File: config.mk
export PLATFORM = sky130hd
export DESIGN_NAME = oam_local_status_regs
export DESIGN_NICKNAME = d
export VERILOG_FILES = /design/src/hdl/oam_pkg.sv /design/src/hdl/oam_local_status_regs.sv
export SDC_FILE = /design/constraint.sdc
export NUM_CORES = 1
export LEC_CHECK = 0
export BUFFER_PORTS_ARGS = -buffer_cell sky130_fd_sc_hd__buf_4
export CAP_MARGIN = 40
export CORE_MARGIN = 4
export CORE_UTILIZATION = 43
export CTS_CLUSTER_SIZE = 14
export DETAILED_ROUTE_END_ITERATION = 16
export PLACE_DENSITY = 0.86
export SYNTH_ARGS = -nofsm -noshare
export SYNTH_HDL_FRONTEND = slang
export SYNTH_SLANG_ARGS = --single-unit
File: constraint.sdc
create_clock -name clk -period 1.21 [get_ports clk]
set_input_delay 0.121 -clock clk [delete_from_list [all_inputs] [get_ports clk]]
set_output_delay 0.121 -clock clk [all_outputs]
set_load 0.01 [all_outputs]
File: src/hdl/oam_pkg.sv
package oam_pkg;
	// Register indices; byte address is four times the index
	localparam logic [7:0] IDX_STATUS_LOW  = 8'h50;
	localparam logic [7:0] IDX_STATUS_HIGH = 8'h51;
	localparam logic [7:0] IDX_VENDOR0     = 8'h52;
	localparam logic [7:0] IDX_VENDOR1     = 8'h53;
	localparam logic [7:0] IDX_VENDOR2     = 8'h54;
	localparam logic [7:0] IDX_IRQ_STATUS  = 8'h60;
	localparam logic [7:0] IDX_IRQ_MASK    = 8'h61;
	localparam logic [7:0] IDX_ROLE_CTRL   = 8'h62;

	// Status low fields
	localparam int BIT_ROLE      = 6;
	localparam int BIT_LOOPBACK  = 5;
	localparam int BIT_NOTIFY    = 4;
	localparam int BIT_DIAG      = 3;
	localparam int BIT_LINKDOWN  = 2;
	localparam int BIT_OPTDETECT = 1;
	localparam int BIT_PWRDOWN   = 0;
	// Status high fields
	localparam int BIT_IFCOUNT   = 3;
	localparam int BIT_ANEG      = 2;
	localparam int BIT_DUPLEX    = 1;
	localparam int BIT_SPEED     = 0;
	// Port control register bit mirrored as autoneg capability
	localparam int PORTCTL_ANEG_BIT = 5;

	// Reset values
	localparam logic       RST_NOTIFY   = 1'b0;
	localparam logic       RST_LINKDOWN = 1'b1;
	localparam logic       RST_IFCOUNT  = 1'b0;
	localparam logic [7:0] RST_VENDOR   = 8'h00;
	localparam logic [4:0] RST_IRQ_MASK = 5'h00;

	// Interrupt status bits: changes of watched state
	localparam int IRQ_LINK     = 0;
	localparam int IRQ_OPT      = 1;
	localparam int IRQ_DIAG     = 2;
	localparam int IRQ_PWR      = 3;
	localparam int IRQ_LOOPBACK = 4;
	localparam int IRQ_W        = 5;
endpackage

File: src/hdl/oam_local_status_regs.sv
`timescale 1ns/1ns
// Behaviour
// - Role bit 6: 1 terminal, 0 center
// - Loopback bit 5 set while looping back
// - Notify bit 4: 1 far-end fault, 0 frames
// - Terminal mode: notify bit follows strap input
// - Terminal mode: diag bit follows fail pin
// - Linkdown bit 2 resets 1, hardware in terminal
// - Bit 1 mirrors optical detect pin
// - Bit 0 is inverse of power-down pin
// - Autoneg bit mirrors port control bit, terminal
// - Duplex bit: full and link up, terminal
// - Speed bit: 100M and link up, terminal
module oam_local_status_regs
	import oam_pkg::*;
(
	// Clock and reset
	input  wire logic        clk,
	input  wire logic        arst_n,
	// APB slave
	input  wire logic        psel,
	input  wire logic        penable,
	input  wire logic        pwrite,
	input  wire logic [11:0] paddr,
	input  wire logic [31:0] pwdata,
	input  wire logic [3:0]  pstrb,
	output logic      [31:0] prdata,
	output logic             pready,
	output logic             pslverr,
	// Device pins and port status
	input  wire logic        terminalMode,
	input  wire logic        loopbackActive,
	input  wire logic        notifyStrap,
	input  wire logic        diagnostic_fail_pin,
	input  wire logic        optical_signal_detect_pin,
	input  wire logic        power_down_pin_n,
	input  wire logic        copperLinkUp,
	input  wire logic        copperFullDuplex,
	input  wire logic        copper100M,
	input  wire logic        portCtlAutoneg,
	// Outputs
	output logic      [7:0]  statusLow,
	output logic      [7:0]  statusHigh,
	output logic      [23:0] vendor_ident_bits,
	output logic             irq
);
	logic        notify_reg;
	logic        diag_reg;
	logic        linkDown_reg;
	logic        ifCount_reg;
	logic [7:0]  vendor_reg [3];
	logic [4:0]  irqStatus_reg;
	logic [4:0]  irqMask_reg;
	logic [4:0]  watch;
	logic [4:0]  watch_reg;
	logic [4:0]  irqEvent;
	logic [9:0]  idx;
	logic        wrEn;
	logic        rdEn;
	logic        hit;
	logic        wrLow;
	logic [7:0]  rdByte;
	logic        roleBit;
	logic        autonegBit;
	logic        duplexBit;
	logic        speedBit;
	logic [7:0]  statusLow_next;
	logic [7:0]  statusHigh_next;
	logic        wrStatusLow;
	logic        wrStatusHigh;
	logic        wrIrqStatus;
	logic        wrIrqMask;
	logic [2:0]  wrVendor;
	logic        primed_reg;

	assign idx    = paddr[11:2];
	assign wrEn   = psel && penable && pwrite;
	assign rdEn   = psel && !penable && !pwrite;
	// Every register answers at once, so no wait states
	assign pready = 1'b1;
	assign wrLow  = wrEn && pstrb[0];

	// Terminal side reflects pins and port status; center side reads 0
	assign roleBit    = terminalMode;
	assign autonegBit = terminalMode && portCtlAutoneg;
	assign duplexBit  = terminalMode && copperLinkUp && copperFullDuplex;
	assign speedBit   = terminalMode && copperLinkUp && copper100M;

	// Live status view; the read path and the output flops both use it
	always_comb
	begin
		statusLow_next                = 8'h00;
		statusLow_next[BIT_ROLE]      = roleBit;
		statusLow_next[BIT_LOOPBACK]  = loopbackActive;
		statusLow_next[BIT_NOTIFY]    = notify_reg;
		statusLow_next[BIT_DIAG]      = diag_reg;
		statusLow_next[BIT_LINKDOWN]  = linkDown_reg;
		statusLow_next[BIT_OPTDETECT] = optical_signal_detect_pin;
		statusLow_next[BIT_PWRDOWN]   = !power_down_pin_n;
		statusHigh_next               = 8'h00;
		statusHigh_next[BIT_IFCOUNT]  = ifCount_reg;
		statusHigh_next[BIT_ANEG]     = autonegBit;
		statusHigh_next[BIT_DUPLEX]   = duplexBit;
		statusHigh_next[BIT_SPEED]    = speedBit;
	end

	// Status ports come from flops, one cycle behind the live view
	always_ff @(posedge clk or negedge arst_n)
	begin
		if (!arst_n)
		begin
			statusLow  <= 8'(RST_LINKDOWN) << BIT_LINKDOWN;
			statusHigh <= 8'(RST_IFCOUNT) << BIT_IFCOUNT;
		end
		else
		begin
			statusLow  <= statusLow_next;
			statusHigh <= statusHigh_next;
		end
	end

	// Read decode; anything outside the map reads zero and is refused
	always_comb
	begin
		hit = 1'b1;
		if (idx[9:8] != 2'b00)
		begin
			hit    = 1'b0;
			rdByte = 8'h00;
		end
		else if (idx[7:0] == IDX_STATUS_LOW)
			rdByte = statusLow_next;
		else if (idx[7:0] == IDX_STATUS_HIGH)
			rdByte = statusHigh_next;
		else if (idx[7:0] == IDX_VENDOR0)
			rdByte = vendor_reg[0];
		else if (idx[7:0] == IDX_VENDOR1)
			rdByte = vendor_reg[1];
		else if (idx[7:0] == IDX_VENDOR2)
			rdByte = vendor_reg[2];
		else if (idx[7:0] == IDX_IRQ_STATUS)
			rdByte = {3'b000, irqStatus_reg};
		else if (idx[7:0] == IDX_IRQ_MASK)
			rdByte = {3'b000, irqMask_reg};
		else
		begin
			hit    = 1'b0;
			rdByte = 8'h00;
		end
	end

	// Unmapped access answers with an error, no state changes
	assign pslverr = psel && penable && !hit;

	// One strobe per mapped register; refused accesses raise none
	always_comb
	begin
		wrStatusLow  = 1'b0;
		wrStatusHigh = 1'b0;
		wrIrqStatus  = 1'b0;
		wrIrqMask    = 1'b0;
		if (wrLow && hit)
		begin
			if (idx[7:0] == IDX_STATUS_LOW)
				wrStatusLow = 1'b1;
			else if (idx[7:0] == IDX_STATUS_HIGH)
				wrStatusHigh = 1'b1;
			else if (idx[7:0] == IDX_IRQ_STATUS)
				wrIrqStatus = 1'b1;
			else if (idx[7:0] == IDX_IRQ_MASK)
				wrIrqMask = 1'b1;
		end
	end

	// Read data captured in setup so it stands through the access phase
	always_ff @(posedge clk or negedge arst_n)
	begin
		if (!arst_n)
			prdata <= 32'h0000_0000;
		else if (rdEn)
			prdata <= {24'h00_0000, rdByte};
	end

	// Notify select: strap in terminal mode, software in center mode
	always_ff @(posedge clk or negedge arst_n)
	begin
		if (!arst_n)
			notify_reg <= RST_NOTIFY;
		else if (terminalMode)
			notify_reg <= notifyStrap;
		else if (wrStatusLow)
			notify_reg <= pwdata[BIT_NOTIFY];
	end

	// Diag result tracks the fail pin in terminal mode
	always_ff @(posedge clk or negedge arst_n)
	begin
		if (!arst_n)
			diag_reg <= 1'b0;
		else if (terminalMode)
			diag_reg <= diagnostic_fail_pin;
		else if (wrStatusLow)
			diag_reg <= pwdata[BIT_DIAG];
	end

	// Link-down is read only on the terminal side
	always_ff @(posedge clk or negedge arst_n)
	begin
		if (!arst_n)
			linkDown_reg <= RST_LINKDOWN;
		else if (terminalMode)
			linkDown_reg <= !copperLinkUp;
		else if (wrStatusLow)
			linkDown_reg <= pwdata[BIT_LINKDOWN];
	end

	// Only the interface-count bit of status high is writable
	always_ff @(posedge clk or negedge arst_n)
	begin
		if (!arst_n)
			ifCount_reg <= RST_IFCOUNT;
		else if (wrStatusHigh)
			ifCount_reg <= pwdata[BIT_IFCOUNT];
	end

	// Vendor identity bytes, plain storage
	genvar g;
	generate
		for (g = 0; g < 3; g++)
		begin : gVendor
			assign wrVendor[g] = wrLow && hit && idx[7:0] == IDX_VENDOR0 + 8'(g);
			always_ff @(posedge clk or negedge arst_n)
			begin
				if (!arst_n)
					vendor_reg[g] <= RST_VENDOR;
				else if (wrVendor[g])
					vendor_reg[g] <= pwdata[7:0];
			end
		end
	endgenerate

	assign vendor_ident_bits = {vendor_reg[2], vendor_reg[1], vendor_reg[0]};

	// Change events on watched status
	always_comb
	begin
		watch               = 5'h00;
		watch[IRQ_LINK]     = linkDown_reg;
		watch[IRQ_OPT]      = optical_signal_detect_pin;
		watch[IRQ_DIAG]     = diag_reg;
		watch[IRQ_PWR]      = !power_down_pin_n;
		watch[IRQ_LOOPBACK] = loopbackActive;
	end

	// Snapshot of the watched state for change detection
	always_ff @(posedge clk or negedge arst_n)
	begin
		if (!arst_n)
			watch_reg <= 5'h00;
		else
			watch_reg <= watch;
	end

	// First edge after reset only loads the snapshot, so no false event
	always_ff @(posedge clk or negedge arst_n)
	begin
		if (!arst_n)
			primed_reg <= 1'b0;
		else
			primed_reg <= 1'b1;
	end

	assign irqEvent = primed_reg ? (watch ^ watch_reg) : 5'h00;

	// Set wins over write-one-to-clear in the same cycle
	always_ff @(posedge clk or negedge arst_n)
	begin
		if (!arst_n)
			irqStatus_reg <= 5'h00;
		else if (wrIrqStatus)
			irqStatus_reg <= (irqStatus_reg & ~pwdata[4:0]) | irqEvent;
		else
			irqStatus_reg <= irqStatus_reg | irqEvent;
	end

	// Mask shares the layout of the status bits
	always_ff @(posedge clk or negedge arst_n)
	begin
		if (!arst_n)
			irqMask_reg <= RST_IRQ_MASK;
		else if (wrIrqMask)
			irqMask_reg <= pwdata[4:0];
	end

	// Level output: high while any unmasked status bit is set
	assign irq = |(irqStatus_reg & irqMask_reg);
endmodule // oam_local_status_regs

==> flow_metrics.py <==
metrics = {
    "route": {
        "route.detailed.drc": 0,
        "wl_met1_microns": 3680,
        "vias_per_cell": 5.22,
        "dr_wl_met3_microns": 775,
        "ant_nets": 0,
        "topRoutingLayerUsed": "met4",
        "drtIter0Drc": 281,
        "dr.pass1.iters": 4,
        "wl_per_cell_microns": 17.7,
        "routed_wl_microns": 8980,
        "vias": 2649,
        "met2WireLength_microns": 4230,
    },
    "yosys": {
        "synth.yosys.seq_area_share": 0.478,
        "ys_seq_elements": 59,
        "synthArstFlopShare": 1.00,
        "yosysWarnings": 0,
        "avgSynthCellArea_sq_um": 11.1,
        "synth_top_flop_cell": "dfrtp_1",
        "syn_inst": 278,
        "synth_cell_types": 54,
        "synth_edf_count": 0,
        "syn-cell-area_sq_um": 3090,
    },
    "cts": {
        "htree_levels": 3,
        "numCtsBuffers": 9,
        "clkTransAtPathRegs_ps": 70,
        "clk_latency_ps": 340,
        "cts_tree": "built",
        "cts-root-buf": "clkbuf_8",
        "cts_sinks": 59,
        "clockBufferDepth": 2,
    },
    "critical_path": {
        "cp-end-kind": "primary output",
        "crit_required_ps": 1090,
        "r2r_end": "prdata[2]$_DFFE_PN0P_",
        "worstSetupPathType": "flop to primary output",
        "cp_max_fo": 2,
        "cp.arrival_ps": 1330,
        "reg2regPathDepth": 4,
        "r2r_start": "vendor_ident_bits[10]$_DFFE_PN0P_",
        "crit_path_start_kind": "flop",
        "rrSetupSlack_ps": -240,
    },
    "run": {
        "max-cap-violations": 0,
    },
    "timing": {
        "fin_ws_ps": -245,
        "rsz0062_at_grt": "true",
        "fin_crit_ps": 1450,
        "skew_ps": 7.22,
        "hold_ws_ps": 21.6,
        "drv_slew": 0,
        "hold_viol_final": 0,
        "fmax_mhz": 687,
        "period_share": 1.20,
        "setup_viol_count_final": 12,
    },
    "min_path": {
        "min_to": "vendor_ident_bits[14]$_DFFE_PN0P_",
        "hp-start": "pwdata[6]",
        "hp-class": "primary input to flop",
        "min_path_cells": 2,
    },
    "pwr": {
        "p_per_area_nw_per_um2": 1020,
        "internal-power_mw": 3.42,
        "p_sw_mw": 1.09,
        "switching_share": 0.242,
        "p_comb_frac": 0.122,
        "clkPwrFrac": 0.425,
        "peakVddDrop_uv": 599,
        "power_mw": 4.51,
        "p_seq_frac": 0.453,
        "total_leakage_power_nw": 2.19,
    },
    "floorplanning": {
        "dieWidth_microns": 92.8,
        "top_level_ports": 138,
        "initial_utilization": 0.448,
        "row_count": 30,
        "die_h_microns": 92.8,
        "core_sq_um": 6910,
        "die-area_sq_um": 8620,
    },
    "run_status": {
        "status": "complete, but fails checks",
        "violations": "negative setup slack",
    },
    "grt": {
        "grt_pass1_vias": 2758,
        "grt_max_degree": 31,
        "grt_pass1_wl_microns": 14100,
        "overflow": 0,
        "antenna_found_initial": 0,
        "grt_usage": 0.213,
    },
    "cells_and_area": {
        "drive_gt1_frac": 0.489,
        "design_area_sq_um": 4400,
        "syn2layout_area_growth_pct": 42.2,
        "n_antenna_cell": 0,
        "layout.nets": 469,
        "largest_register_ffs": 24,
    },
    "place": {
        "dp_hpwl_microns": 6650,
        "io_buffers": 78,
        "place_congestion": 0.912,
        "dpl_worst_slack_ps": -477,
        "placed_cell_area_sq_um": 3950,
    },
}
Yosys cell counts, types with 2 or more instances:
library cell   n  area share
dfrtp_1       57        0.46
nor3b_1        2      0.0049
mux2_4         8       0.039
a221o_1        2      0.0065
a21oi_1       11       0.018
a22oi_1        4      0.0097
nand2_1       22       0.027
a222oi_1       2      0.0065
or2_1          2      0.0040
buf_4         34       0.082
nor3_1         2      0.0032
buf_2          5      0.0081
mux2_2        26       0.095
a31oi_1        2      0.0040
dfstp_2        2       0.017
nor2_1        12       0.015
conb_1         2      0.0024
a22o_1         7       0.020
nand4_1        2      0.0040
xor2_1         4       0.011
nor2b_1        5       0.010
buf_6          3       0.011
clkbuf_1       4      0.0049
o21ai_0       14       0.023
and3_1         5       0.010
a32oi_1        4       0.011
inv_1          3      0.0036
mux2i_1        3      0.0097
nand3_1        4      0.0065
how the worst max path moves through the flow:
stage	start	to	slack (ps)
final	irqMask_reg[4]$_DFFE_PN0P_	irq	-240
after global routing	irqMask_reg[4]$_DFFE_PN0P_	irq	-320
after CTS	irqStatus_reg[4]$_DFF_PN0_	irq	-260
after detailed placement	paddr[11]	vendor_ident_bits[12]$_DFFE_PN0P_	-480
after global placement	paddr[11]	vendor_ident_bits[9]$_DFFE_PN0P_	-450
after floorplan	paddr[4]	vendor_ident_bits[10]$_DFFE_PN0P_	-390
cells in the final DEF (no fill, tap or decap), types with 2 or more instances in the layout:
| cell type | netlist | final |
|---|---|---|
| o21ai_0 | 14 | 9 |
| nand3_1 | 4 | 4 |
| buf_12 | 0 | 3 |
| mux2_2 | 26 | 25 |
| a31oi_1 | 2 | 2 |
| a221o_1 | 2 | 2 |
| or2_4 | 0 | 2 |
| dfrtp_1 | 57 | 57 |
| dfstp_2 | 2 | 2 |
| nor2b_1 | 5 | 5 |
| clkbuf_8 | 0 | 9 |
| xor2_1 | 4 | 4 |
| a22o_1 | 7 | 7 |
| nand2_2 | 1 | 2 |
| bufinv_16 | 0 | 2 |
| clkinv_2 | 0 | 2 |
| a21oi_1 | 11 | 8 |
| conb_1 | 2 | 31 |
| nand4_1 | 2 | 2 |
| o21ai_1 | 1 | 6 |
| a22oi_1 | 4 | 3 |
| mux2i_1 | 3 | 3 |
| dlygate4sd3_1 | 0 | 7 |
| a222oi_1 | 2 | 2 |
| inv_1 | 3 | 3 |
| nor2_1 | 12 | 8 |
| clkbuf_1 | 4 | 2 |
| buf_4 | 34 | 115 |
| a32oi_1 | 4 | 3 |
| nor3_1 | 2 | 2 |
| and3_1 | 5 | 4 |
| mux2_4 | 8 | 9 |
| buf_6 | 3 | 9 |
| nor2_2 | 0 | 3 |
| a21oi_2 | 0 | 3 |
| nand2_1 | 22 | 20 |
power by group through the flow:
stage	Combinational, mW	Clock (mW)	Sequential (mW)
after floorplan	0.289	0	2.08
after global placement	0.488	0	2.08
after detailed placement	0.493	0	2.08
after CTS	0.537	1.95	2.04
after global routing	0.597	2.04	2.05
final	0.549	1.91	2.04
per-layer routing:
metal,vias up,track usage
met5,-,0
met4,0,0.0928
met3,26,0.0536
met2,147,0.345
met1,1281,0.268
li1,1195,-
cells by family (layout without fill, tap and decap cells):
kind of cell	Yosys count	after routing	share of synthesized area
multiplexers	37	37	0.143
AND/OR/NAND/NOR	69	69	0.126
AO/OA/AOI/OAI	57	57	0.126
flip-flops	59	59	0.478
other	2	31	0.00243
XOR/XNOR	5	5	0.0142
buffers and inverters	49	153	0.110
area by class of cell:
type / count / area, sq um
Fill cell: 540 / 2510
Multi-Input combinational cell: 199 / 1490
Inverter: 3 / 11.3
Clock buffer: 11 / 131
Timing Repair Buffer: 134 / 1090
Tap cell: 96 / 120
Clock inverter: 5 / 77.6
Sequential cell: 59 / 1480
critical path, cell delays in order (launching register included):
cell and delay (ps):
dfrtp_1 390, a222oi_1 370, nand2_1 90, buf_4 150
what timing repair did:
item | in CTS | in global routing
setup buffers | 5 | 3
endpoints found under the setup margin | 43 | 28
resized for setup | 18 | 14
hold buffers | 7 | 0
pin swaps | 10 | 12
hold endpoints to repair | 33 | 0
through the flow:
stage / setup TNS, ps / cells / util
after global routing: -1310 / 507 / 0.637
after detailed placement: -18670 / 477 / 0.572
after global placement: -17640 / 477 / 0.572
after floorplan: -7560 / 307 / -
final: -949 / 507 / 0.637
after CTS: -555 / 505 / 0.628
Power figures use the tool's default switching activity.
